File: src/rtl/nand_host_defines.svh
`ifndef NAND_HOST_DEFINES_SVH
`define NAND_HOST_DEFINES_SVH

// Clock and derived strobe timing
`define CLK_PERIOD_NS 10
`define NS2CYC(ns)    (((ns) + `CLK_PERIOD_NS - 1) / `CLK_PERIOD_NS)
`define T_SETUP_NS    12
`define T_PULSE_NS    12
`define T_ACCESS_NS   20
`define T_HOLD_NS     10
`define T_TURN_NS     60
`define T_WB_NS       100
`define SYNC_STAGES   2
`define SETUP_CYC     4'(`NS2CYC(`T_SETUP_NS))
`define LOW_CYC       4'(`NS2CYC(`T_PULSE_NS))
`define READ_LOW_CYC  4'(`NS2CYC(`T_ACCESS_NS) + `SYNC_STAGES + 1)
`define HOLD_CYC      4'(`NS2CYC(`T_HOLD_NS))
`define TURN_CYC      4'(`NS2CYC(`T_TURN_NS))
`define WB_CYC        4'(`NS2CYC(`T_WB_NS))

// Register byte offsets
`define REG_CTRL      5'h00
`define REG_STATUS    5'h04
`define REG_COLUMN    5'h08
`define REG_PAGE      5'h0C
`define REG_GUARD     5'h10

// Field layout and reset values
`define CTRL_OP_LSB   8
`define STAT_DATA_LSB 8
`define COL_LAST      13'h10FF
`define BLK_LSB       6
`define GUARD_RST     2'h2

// Commands accepted while the device is busy
`define CMD_STATUS    8'h70
`define CMD_STATUS_MP 8'h71
`define CMD_RESET     8'hFF

`endif

File: src/rtl/nand_host_pkg.sv
package nand_host_pkg;
  typedef enum logic [2:0] {
    OP_CMD   = 3'h0,
    OP_ADDR5 = 3'h1,
    OP_ADDR2 = 3'h2,
    OP_ROW   = 3'h3,
    OP_DIN   = 3'h4,
    OP_DOUT  = 3'h5,
    OP_WAIT  = 3'h6
  } op_t;
  typedef enum logic [1:0] {
    K_CMD  = 2'h0,
    K_ADDR = 2'h1,
    K_DIN  = 2'h2,
    K_DOUT = 2'h3
  } cyc_kind_t;
  typedef enum logic [1:0] {
    S_IDLE   = 2'b00,
    S_RUN    = 2'b01,
    S_SETTLE = 2'b11,
    S_WAIT   = 2'b10
  } eng_st_t;
  typedef enum logic [2:0] {
    P_IDLE  = 3'b000,
    P_SETUP = 3'b001,
    P_LOW   = 3'b011,
    P_HOLD  = 3'b010,
    P_GAP   = 3'b110
  } ph_t;
endpackage

File: src/rtl/strobe_if.sv
`timescale 1ns/10ps
`default_nettype none
interface strobe_if;
  import nand_host_pkg::*;
  logic      req;
  cyc_kind_t kind;
  logic [7:0] wbyte;
  logic      done;
  logic [7:0] rbyte;
  modport ctl (output req, kind, wbyte, input done, rbyte);
  modport eng (input req, kind, wbyte, output done, rbyte);
endinterface
`default_nettype wire

File: src/rtl/nand_strobe_unit.sv
`timescale 1ns/10ps
`default_nettype none
`include "nand_host_defines.svh"
module nand_strobe_unit (
  // Clock and reset
  input  wire logic  clk,
  input  wire logic  rst,
  // Cycle requests
  strobe_if.eng      sb,
  // Device pins
  output logic       command_latch_strobe,
  output logic       address_latch_strobe,
  output logic       write_strobe_n,
  output logic       read_strobe_n,
  output logic [7:0] shared_io_bus_out,
  output logic       shared_io_bus_oe,
  input  wire logic [7:0] shared_io_bus_in
);
  import nand_host_pkg::*;

  typedef struct packed {
    ph_t        ph;
    logic [3:0] cnt;
    cyc_kind_t  kind;
    logic       cle;
    logic       ale;
    logic       we_n;
    logic       re_n;
    logic       oe;
    logic       done;
    logic [7:0] dout;
    logic [7:0] s1;
    logic [7:0] s2;
    logic [7:0] rbyte;
  } stb_t;

  stb_t q;
  stb_t n;

  always_comb begin
    n = q;
    n.done = 1'b0;
    n.s1 = shared_io_bus_in;
    n.s2 = q.s1;
    unique case (q.ph)
      P_IDLE: if (sb.req) begin
        // Latch lines settle before the strobe falls
        n.kind = sb.kind;
        n.cle = (sb.kind == K_CMD);  // see RQ7
        n.ale = (sb.kind == K_ADDR);  // see RQ7
        n.oe = (sb.kind != K_DOUT);
        n.dout = sb.wbyte;
        n.cnt = `SETUP_CYC - 4'h1;
        n.ph = P_SETUP;
      end
      P_SETUP: if (q.cnt != 4'h0) begin
        n.cnt = q.cnt - 4'h1;
      end else if (q.kind == K_DOUT) begin
        n.re_n = 1'b0;  // see RQ4
        n.cnt = `READ_LOW_CYC - 4'h1;
        n.ph = P_LOW;
      end else begin
        n.we_n = 1'b0;
        n.cnt = `LOW_CYC - 4'h1;
        n.ph = P_LOW;
      end
      P_LOW: if (q.cnt != 4'h0) begin
        n.cnt = q.cnt - 4'h1;
      end else begin
        // Rising write strobe latches the byte in the device
        n.we_n = 1'b1;  // see RQ1 and RQ2
        n.re_n = 1'b1;
        if (q.kind == K_DOUT) begin
          n.rbyte = q.s2;
        end
        n.cnt = `HOLD_CYC - 4'h1;
        n.ph = P_HOLD;
      end
      P_HOLD: if (q.cnt != 4'h0) begin
        n.cnt = q.cnt - 4'h1;
      end else begin
        n.cle = 1'b0;
        n.ale = 1'b0;
        n.oe = 1'b0;
        n.cnt = `TURN_CYC - 4'h1;
        n.ph = P_GAP;
      end
      P_GAP: if (q.cnt != 4'h0) begin
        n.cnt = q.cnt - 4'h1;
      end else begin
        n.done = 1'b1;
        n.ph = P_IDLE;
      end
      default: n.ph = P_IDLE;
    endcase
  end

  always_ff @(posedge clk) begin
    if (rst) begin
      q <= '0;
      q.we_n <= 1'b1;
      q.re_n <= 1'b1;
    end else begin
      q <= n;
    end
  end

  assign command_latch_strobe = q.cle;
  assign address_latch_strobe = q.ale;
  assign write_strobe_n       = q.we_n;
  assign read_strobe_n        = q.re_n;
  assign shared_io_bus_out    = q.dout;
  assign shared_io_bus_oe     = q.oe;
  assign sb.done              = q.done;
  assign sb.rbyte             = q.rbyte;

  latch_excl_a: assert property (@(posedge clk) disable iff (rst)  // see RQ7
    !(q.cle && q.ale) && !(!q.we_n && !q.re_n))
    else $error("latch strobes or read and write strobes overlap");
  write_pulse_a: assert property (@(posedge clk) disable iff (rst)  // see RQ1
    $fell(q.we_n) |-> (q.cle || q.ale || q.oe) ##1 !q.we_n ##1 q.we_n)
    else $error("write strobe low time wrong or lines undriven");
  read_pulse_a: assert property (@(posedge clk) disable iff (rst)  // see RQ4
    $fell(q.re_n) |-> !q.oe ##4 !q.re_n ##1 q.re_n)
    else $error("read strobe low time wrong or bus driven");
endmodule
`default_nettype wire

File: src/rtl/nand_host_ctrl.sv
// Contract
// RQ1: Command byte latched on write strobe rise
// RQ2: Address byte latched on write strobe rise
// RQ3: Select high while ready gives standby
// RQ4: Each read strobe fall outputs next byte
// RQ5: Low guard refuses program and erase
// RQ6: Ready line low during array operations
// RQ7: Strobe levels select the cycle type
// RQ8: Strobes stay high during busy periods
// RQ9: Only status and reset accepted while busy
// RQ10: Five address bytes: column, then page
// RQ11: Page index splits into block, page
// RQ12: Page 4352 bytes, 64 pages, 2048 blocks
// RQ13: Program by page, erase by block
// RQ14: Read is 00h, address, 30h
// RQ15: After power-on read set-up preselected
// RQ16: Output column change: 05h, column, E0h
// RQ17: Input column change: 85h, new column
// RQ18: Cache read with 31h, last with 3Fh
// RQ19: Program 80h, data, 10h or 15h
// RQ20: Multi-plane 80h..11h then 81h..10h/15h
// RQ21: After 15h end, poll status then reset
// RQ22: Copy 00h-3Ah, 8Ch; erase 60h-D0h; ID 90h
`timescale 1ns/10ps
`default_nettype none
`include "nand_host_defines.svh"
module nand_host_ctrl (
  // Clock and reset
  input  wire logic        clk,
  input  wire logic        rst,
  // Avalon-MM slave
  input  wire logic [4:0]  av_address,
  input  wire logic        av_read,
  input  wire logic        av_write,
  input  wire logic [31:0] av_writedata,
  input  wire logic [3:0]  av_byteenable,
  output logic [31:0]      av_readdata,
  output logic             av_waitrequest,
  // Device pins
  output logic             command_latch_strobe,
  output logic             address_latch_strobe,
  output logic             device_select_n,
  output logic             write_strobe_n,
  output logic             read_strobe_n,
  output logic             program_guard_n,
  output logic [7:0]       shared_io_bus_out,
  output logic             shared_io_bus_oe,
  input  wire logic [7:0]  shared_io_bus_in,
  input  wire logic        ready_busy_n
);
  import nand_host_pkg::*;

  typedef struct packed {
    eng_st_t     st;
    op_t         op;
    logic [7:0]  cbyte;
    logic [2:0]  idx;
    logic [2:0]  last;
    logic [3:0]  cnt;
    logic [12:0] col;
    logic [16:0] page;
    logic        pg;
    logic        sel_n;
    logic        refused;
    logic        stat;
    logic [7:0]  rdata;
    logic        req;
    cyc_kind_t   kind;
    logic [7:0]  wbyte;
    logic        rdy1;
    logic        rdy2;
    logic        wreq;
    logic [31:0] rd;
  } eng_t;

  eng_t q;
  eng_t n;

  strobe_if sb ();

  function automatic logic [31:0] be_merge(input logic [31:0] old,
                                           input logic [31:0] wd,
                                           input logic [3:0]  be);
    logic [31:0] r;
    r = old;
    for (int i = 0; i < 4; i++) begin
      if (be[i]) begin
        r[8*i +: 8] = wd[8*i +: 8];
      end
    end
    return r;
  endfunction

  // Byte of the five-cycle address for cycle index i
  function automatic logic [7:0] addr_byte(input logic [2:0]  i,
                                           input logic [12:0] c,
                                           input logic [16:0] p);
    case (i)
      3'd0:    return c[7:0];
      3'd1:    return {3'h0, c[12:8]};  // see RQ10
      3'd2:    return p[7:0];
      3'd3:    return p[15:8];
      default: return {7'h0, p[16]};  // see RQ10
    endcase
  endfunction

  logic [31:0] m;
  logic [16:0] pg_eff;
  logic        go;
  logic        busy_ok;

  always_comb begin
    n = q;
    m = '0;
    go = 1'b0;
    n.req = 1'b0;
    n.rdy1 = ready_busy_n;
    n.rdy2 = q.rdy1;
    if (!q.wreq) begin
      // A write lands on the edge at which the master sees the answer
      n.wreq = 1'b1;
      if (av_write) begin
        unique case (av_address)
          `REG_CTRL: begin
            n.op = op_t'(av_writedata[`CTRL_OP_LSB +: 3]);
            n.cbyte = av_writedata[7:0];
            n.refused = 1'b0;
            go = 1'b1;
          end
          `REG_COLUMN: begin
            m = be_merge({19'h0, q.col}, av_writedata, av_byteenable);
            n.col = m[12:0];
          end
          `REG_PAGE: begin
            m = be_merge({15'h0, q.page}, av_writedata, av_byteenable);
            n.page = m[16:0];
          end
          `REG_GUARD: if (av_byteenable[0]) begin
            n.pg = av_writedata[0];  // see RQ5
            n.sel_n = av_writedata[1];  // see RQ3
          end
          default: go = 1'b0;
        endcase
      end
    end else if (av_read) begin
      n.wreq = 1'b0;
      unique case (av_address)
        `REG_CTRL:   n.rd = {21'h0, q.op, q.cbyte};
        `REG_STATUS: n.rd = {16'h0, q.rdata, 4'h0, q.stat, q.refused,
                             q.rdy2, q.st != S_IDLE};
        `REG_COLUMN: n.rd = {19'h0, q.col};
        `REG_PAGE:   n.rd = {15'h0, q.page};
        `REG_GUARD:  n.rd = {30'h0, q.sel_n, q.pg};
        default:     n.rd = '0;
      endcase
    end else if (av_write) begin
      // A new order stalls the bus until the engine is idle
      n.rd = '0;
      n.wreq = (av_address == `REG_CTRL) && (q.st != S_IDLE);
    end

    // Row-only addressing drops the page-in-block bits
    pg_eff = (n.op == OP_ROW) ?
             {n.page[16:`BLK_LSB], `BLK_LSB'(0)} : n.page;  // see RQ11 and RQ13
    busy_ok = q.rdy2;
    unique case (q.st)
      S_IDLE: if (go) begin
        n.st = S_RUN;
        n.req = 1'b1;
        n.idx = 3'd0;
        n.last = 3'd0;
        case (n.op)
          OP_CMD: begin
            n.kind = K_CMD;
            n.wbyte = n.cbyte;  // see RQ18, RQ19, RQ20 and RQ22
            n.stat = (n.cbyte == `CMD_STATUS) || (n.cbyte == `CMD_STATUS_MP);
            busy_ok = q.rdy2 || n.stat || (n.cbyte == `CMD_RESET);  // see RQ9
          end
          OP_ADDR5, OP_ADDR2, OP_ROW: begin
            n.kind = K_ADDR;
            n.idx = (n.op == OP_ROW) ? 3'd2 : 3'd0;
            n.last = (n.op == OP_ADDR2) ? 3'd1 : 3'd4;  // see RQ16 and RQ17
            n.wbyte = addr_byte(n.idx, q.col, pg_eff);
            busy_ok = q.rdy2 && (q.col <= `COL_LAST);  // see RQ12
          end
          OP_DIN: begin
            n.kind = K_DIN;
            busy_ok = q.rdy2 && q.pg;  // see RQ5
            n.wbyte = n.cbyte;
          end
          OP_DOUT: begin
            n.kind = K_DOUT;
            busy_ok = q.rdy2 || q.stat;  // see RQ21
          end
          OP_WAIT: begin
            // Waiting for ready is the one order that never needs ready
            busy_ok = 1'b1;
            n.req = 1'b0;
            n.st = S_SETTLE;
            n.cnt = `WB_CYC - 4'h1;
          end
          default: busy_ok = 1'b0;
        endcase
        // Refused orders touch no pin while the device is busy
        if (!busy_ok) begin  // see RQ8
          n.req = 1'b0;
          n.st = S_IDLE;
          n.refused = 1'b1;
        end
      end
      S_RUN: if (sb.done) begin
        if (q.kind == K_ADDR && q.idx != q.last) begin
          n.idx = q.idx + 3'd1;
          n.wbyte = addr_byte(n.idx, q.col, pg_eff);  // see RQ10
          n.req = 1'b1;
        end else if (q.kind == K_CMD) begin
          // Give the device time to pull its ready line low
          n.st = S_SETTLE;  // see RQ6 and RQ14
          n.cnt = `WB_CYC - 4'h1;
        end else begin
          if (q.kind == K_DOUT) begin
            n.rdata = sb.rbyte;  // see RQ4
          end
          n.st = S_IDLE;
        end
      end
      S_SETTLE: if (q.cnt != 4'h0) begin
        n.cnt = q.cnt - 4'h1;
      end else begin
        n.st = (q.op == OP_WAIT) ? S_WAIT : S_IDLE;
      end
      S_WAIT: if (q.rdy2) begin
        n.st = S_IDLE;  // see RQ6
      end
    endcase
  end

  always_ff @(posedge clk) begin
    if (rst) begin
      q <= '0;
      q.wreq <= 1'b1;
      {q.sel_n, q.pg} <= `GUARD_RST;
    end else begin
      q <= n;
    end
  end

  assign sb.req = q.req;
  assign sb.kind = q.kind;
  assign sb.wbyte = q.wbyte;

  nand_strobe_unit strobe (
    .clk                  (clk),
    .rst                  (rst),
    .sb                   (sb),
    .command_latch_strobe (command_latch_strobe),
    .address_latch_strobe (address_latch_strobe),
    .write_strobe_n       (write_strobe_n),
    .read_strobe_n        (read_strobe_n),
    .shared_io_bus_out    (shared_io_bus_out),
    .shared_io_bus_oe     (shared_io_bus_oe),
    .shared_io_bus_in     (shared_io_bus_in)
  );

  assign av_readdata     = q.rd;
  assign av_waitrequest  = q.wreq;
  assign device_select_n = q.sel_n;
  assign program_guard_n = q.pg;

  busy_cmd_a: assert property (@(posedge clk) disable iff (rst)  // see RQ9
    q.req && q.kind == K_CMD && !q.rdy2 |->
      q.wbyte inside {`CMD_STATUS, `CMD_STATUS_MP, `CMD_RESET})
    else $error("command other than status or reset issued while busy");
  busy_strobe_a: assert property (@(posedge clk) disable iff (rst)  // see RQ8
    q.req && q.kind != K_CMD |-> q.rdy2 || (q.kind == K_DOUT && q.stat))
    else $error("strobe cycle started while device busy");
  addr_layout_a: assert property (@(posedge clk) disable iff (rst)  // see RQ10
    q.req && q.kind == K_ADDR |->
      (q.idx != 3'd1 || q.wbyte[7:5] == 3'h0) &&
      (q.idx != 3'd4 || q.wbyte[7:1] == 7'h0))
    else $error("address byte upper bits not low");
  guard_din_a: assert property (@(posedge clk) disable iff (rst)  // see RQ5
    q.req && q.kind == K_DIN |-> program_guard_n ##1 q.st == S_RUN)
    else $error("data input issued with guard low");
  settle_time_a: assert property (@(posedge clk) disable iff (rst)  // see RQ6
    $rose(q.st == S_SETTLE) |-> (q.st == S_SETTLE) [*8] ##1
      q.st == S_SETTLE ##1 q.st == S_SETTLE)
    else $error("busy settle shorter than required");
  ctrl_stall_a: assert property (@(posedge clk) disable iff (rst)
    av_write && av_address == `REG_CTRL && q.st != S_IDLE && q.wreq
      |=> av_waitrequest)
    else $error("order accepted while engine active");
endmodule
`default_nettype wire

File: config.mk
export PLATFORM = sky130hd
export DESIGN_NAME = nand_host_ctrl
export DESIGN_NICKNAME = d
export VERILOG_FILES = /design/src/rtl/nand_host_pkg.sv /design/src/rtl/strobe_if.sv /design/src/rtl/nand_strobe_unit.sv /design/src/rtl/nand_host_ctrl.sv
export VERILOG_INCLUDE_DIRS = /design/src /design/src/rtl
export SDC_FILE = /design/constraint.sdc
export NUM_CORES = 1
export LEC_CHECK = 0
export ABC_AREA = 1
export BUFFER_PORTS_ARGS = -buffer_cell sky130_fd_sc_hd__buf_2
export CORE_MARGIN = 2
export CORE_UTILIZATION = 35
export DETAILED_ROUTE_END_ITERATION = 10
export PLACE_DENSITY = 0.57
export SETUP_SLACK_MARGIN = 0.3
export SLEW_MARGIN = 25
export SYNTH_ARGS = -nofsm -noshare
export SYNTH_HDL_FRONTEND = slang
export SYNTH_SLANG_ARGS = --single-unit
File: constraint.sdc
create_clock -name clk -period 2.24 [get_ports clk]
set_input_delay 0.336 -clock clk [delete_from_list [all_inputs] [get_ports clk]]
set_output_delay 0.336 -clock clk [all_outputs]
set_load 0.1 [all_outputs]
==> impl_metrics.ini <==
[outcome]
status = completed

[timing]
slew_violations = 0
min_period_ns = 1.90
hold_ws_ns = 0.0966
rsz0062_at_grt = true
period_share_pct = 84.6
final.setup.tns_ns = 0
final.setup_skew_ns = 0.00827
final-hold-violation-count = 0
tightest_slew_ns = 0.494
slew_headroom_pct = 66.7
setup_viol = 0
fmax_mhz = 527

[finish]
layout.nets = 1120
antennaDiodeCount = 0
syn2layout_area_growth_pct = 22.1
final.fill_count = 2064
drive_gt1_share_pct = 20.9

[die]
start_util_pct = 35.4
dieWidth_um = 144
die_area_um2 = 20600
ioPinCount = 102
std_cell_rows = 51
coreArea_um2 = 19300
die_h_um = 144

[power]
switching_share_pct = 29.7
p_int_mw = 4.23
ir_drop_uv = 528
p_sw_mw = 1.79
power_frac_comb_pct = 9.9
power.leakage_nw = 3.71
pwr-share-clk_pct = 46.8
p_seq_share_pct = 43.3
power.density_nw_per_um2 = 722

[clocking]
cts-root-buf = clkbuf_16
insertion_delay_ns = 0.43
clock_sinks = 142
clkTransAtPathRegs_ns = 0.07
cts_max_path_buffers = 2
tritoncts = yes
htreeDepth = 4
cts_buffers = 17
ctsHoldBuffers = 0

[yosys]
avgSynthCellArea_um2 = 7.02
synth_cells = 972
yosys_warnings = 0
synth.most_common_cell = nand2_1
synthesis.area_um2 = 6820
synth-main-ff-cell = dfxtp_1
ys_seq_area_share_pct = 41.7
ys_ff_latch = 142
synth_top_area_share_pct = 41.7
synth-edff-count = 0
async_flop_share_pct = 0
synth_commonest_cells = 192 x nand2_1, 155 x nor2_1, 142 x dfxtp_1
ys_types = 48
synthTopCellsByArea = dfxtp_1 42%, nand2_1 11%, nor2_1 8.5%
synth_area_leader_cell = dfxtp_1

[global_route]
grt_usage_pct = 19.6
grt_pass1_vias = 5940
antenna_found_initial = 0
grt_max_degree = 72
grt_first_pass_wirelength_um = 31100
grt_overflow = 0

[routing]
drt_iter0_markers = 568
first_pass_iters = 7
routed_via_density = 4.80
num_vias = 6411
drc_errors = 0
drtAntennaViolNets = 0
wl_per_cell_um = 14.8
wl_um = 19800

[worst_setup_path]
crit_required_ns = 2.56
critical_path_class = reg -> reg
worstPathMaxFanout = 6
worstPathArrival_ns = 2.21
critPathLaunchType = flop
r2r_slack_ns = 0.34
critPathCaptureType = flop

[min_path]
hp-class = in -> reg

[flow_run]
maxCapViolCount = 0

[placement]
routabilityCongestion = 0.901
portBuffers = 70
dp_hpwl_um = 14300
path summary, 6_finish.rpt:
kind	start	cells past startpoint	endpoint
max reg2reg	av_waitrequest	9	sb.wbyte[7]
min reg2reg	strobe.n[12]	2	strobe.q[12]
max	av_waitrequest	9	sb.wbyte[7]
min	shared_io_bus_in[1]	3	strobe.n[9]
cell type report:
class                           count  area [µm²]  share of cell area (%)
Clock buffer                       17         425                    5.11
Inverter                          111         429                    5.15
Clock inverter                     15         171                    2.06
Multi-Input combinational cell    664        3320                    39.9
Sequential cell                   142        2850                    34.2
Tap cell                          265         332                    3.98
Timing Repair Buffer              123         802                    9.63
power by group through the flow:
stage,sequential (mW),clock (mW),combinational [mW]
3_5_place_dp,2.66,0,0.572
5_1_grt,2.61,2.99,0.661
6_report,2.60,2.82,0.596
2_1_floorplan,2.66,0,0.408
3_3_place_gp,2.66,0,0.565
4_1_cts,2.60,2.88,0.576
through the flow:
step	util, %	power [mW]	setup slack, ns	cells	cell area, µm²
4_1_cts	41.9	6.06	0.302	1324	8070
3_5_place_dp	38.6	3.23	0.0909	1292	7440
6_report	43.2	6.01	0.344	1337	8330
3_3_place_gp	38.6	3.23	0.0891	1292	7440
5_1_grt	43.2	6.26	0.246	1337	8330
2_1_floorplan	-	3.07	0.379	986	6880
per-layer routing:
layer  vias up  global-route usage, %  wire length (µm)
li1       3276                      -                 -
met1      2935                   25.7              9180
met2       168                   31.7              9230
met3        32                   4.00               916
met4         0                   7.59               484
met5         -                      0                 0
kinds of logic after synthesis:
| kind of cell | synth area share, % |
|---|---|
| buf+inv | 12.6 |
| flops | 41.7 |
| xor+xnor | 0.257 |
| fa+ha+maj | 1.28 |
| other cells | 0.0550 |
| simple gates | 25.7 |
| compound gates | 18.4 |
cells in the final DEF (no fill, tap or decap), types with 3 or more instances in the layout:
master	n
or2_2	7
o22ai_1	3
buf_6	3
a21oi_1	75
nor2_2	5
inv_8	6
ha_1	6
inv_2	6
a211oi_1	3
nor3_1	8
o31ai_1	4
a31oi_1	5
o221ai_1	3
nand2_2	14
conb_1	15
dfxtp_1	140
nand2_4	4
inv_6	3
o21ai_2	9
nand3_1	20
buf_2	70
nor2_1	150
nand2_1	182
inv_1	101
clkbuf_16	18
o21ai_1	19
clkinv_8	4
nor2_4	7
buf_4	47
o21ai_0	85
o211ai_1	14
flip-flops by register name, summed over array words and instances (netlist names):
| name | cells |
|---|---|
| strobe.shared_io_bus_oe | 1 |
| strobe.q | 17 |
| device_select_n | 1 |
| program_guard_n | 1 |
| av_readdata | 17 |
| q | 63 |
| sb.req | 1 |
| strobe.n | 8 |
| strobe.shared_io_bus_out | 8 |
| sb.wbyte | 8 |
| sb.kind | 2 |
| strobe.sb.rbyte | 8 |
| strobe.read_strobe_n | 1 |
| av_waitrequest | 1 |
| n | 1 |
| strobe.write_strobe_n | 1 |
| strobe.sb.done | 1 |
| strobe.address_latch_strobe | 1 |
| strobe.command_latch_strobe | 1 |
what timing repair did:
item	in CTS	in global routing
cloned	0	3
hold endpoints to repair	0	0
gates resized for setup	8	47
pin swaps	0	14
endpoints found under the setup margin	10	16
buffers inserted	0	10
worst max-delay path: stages, from the launching register on:
cell	delay [ns]
dfxtp_4	0.36
nor2_4	0.17
nand4_4	0.21
o21ai_4	0.35
nand2_4	0.11
buf_6	0.15
nand2_1	0.05
o21ai_1	0.06
o21bai_1	0.22
a21oi_1	0.10
(Power assumes the default switching activity.)
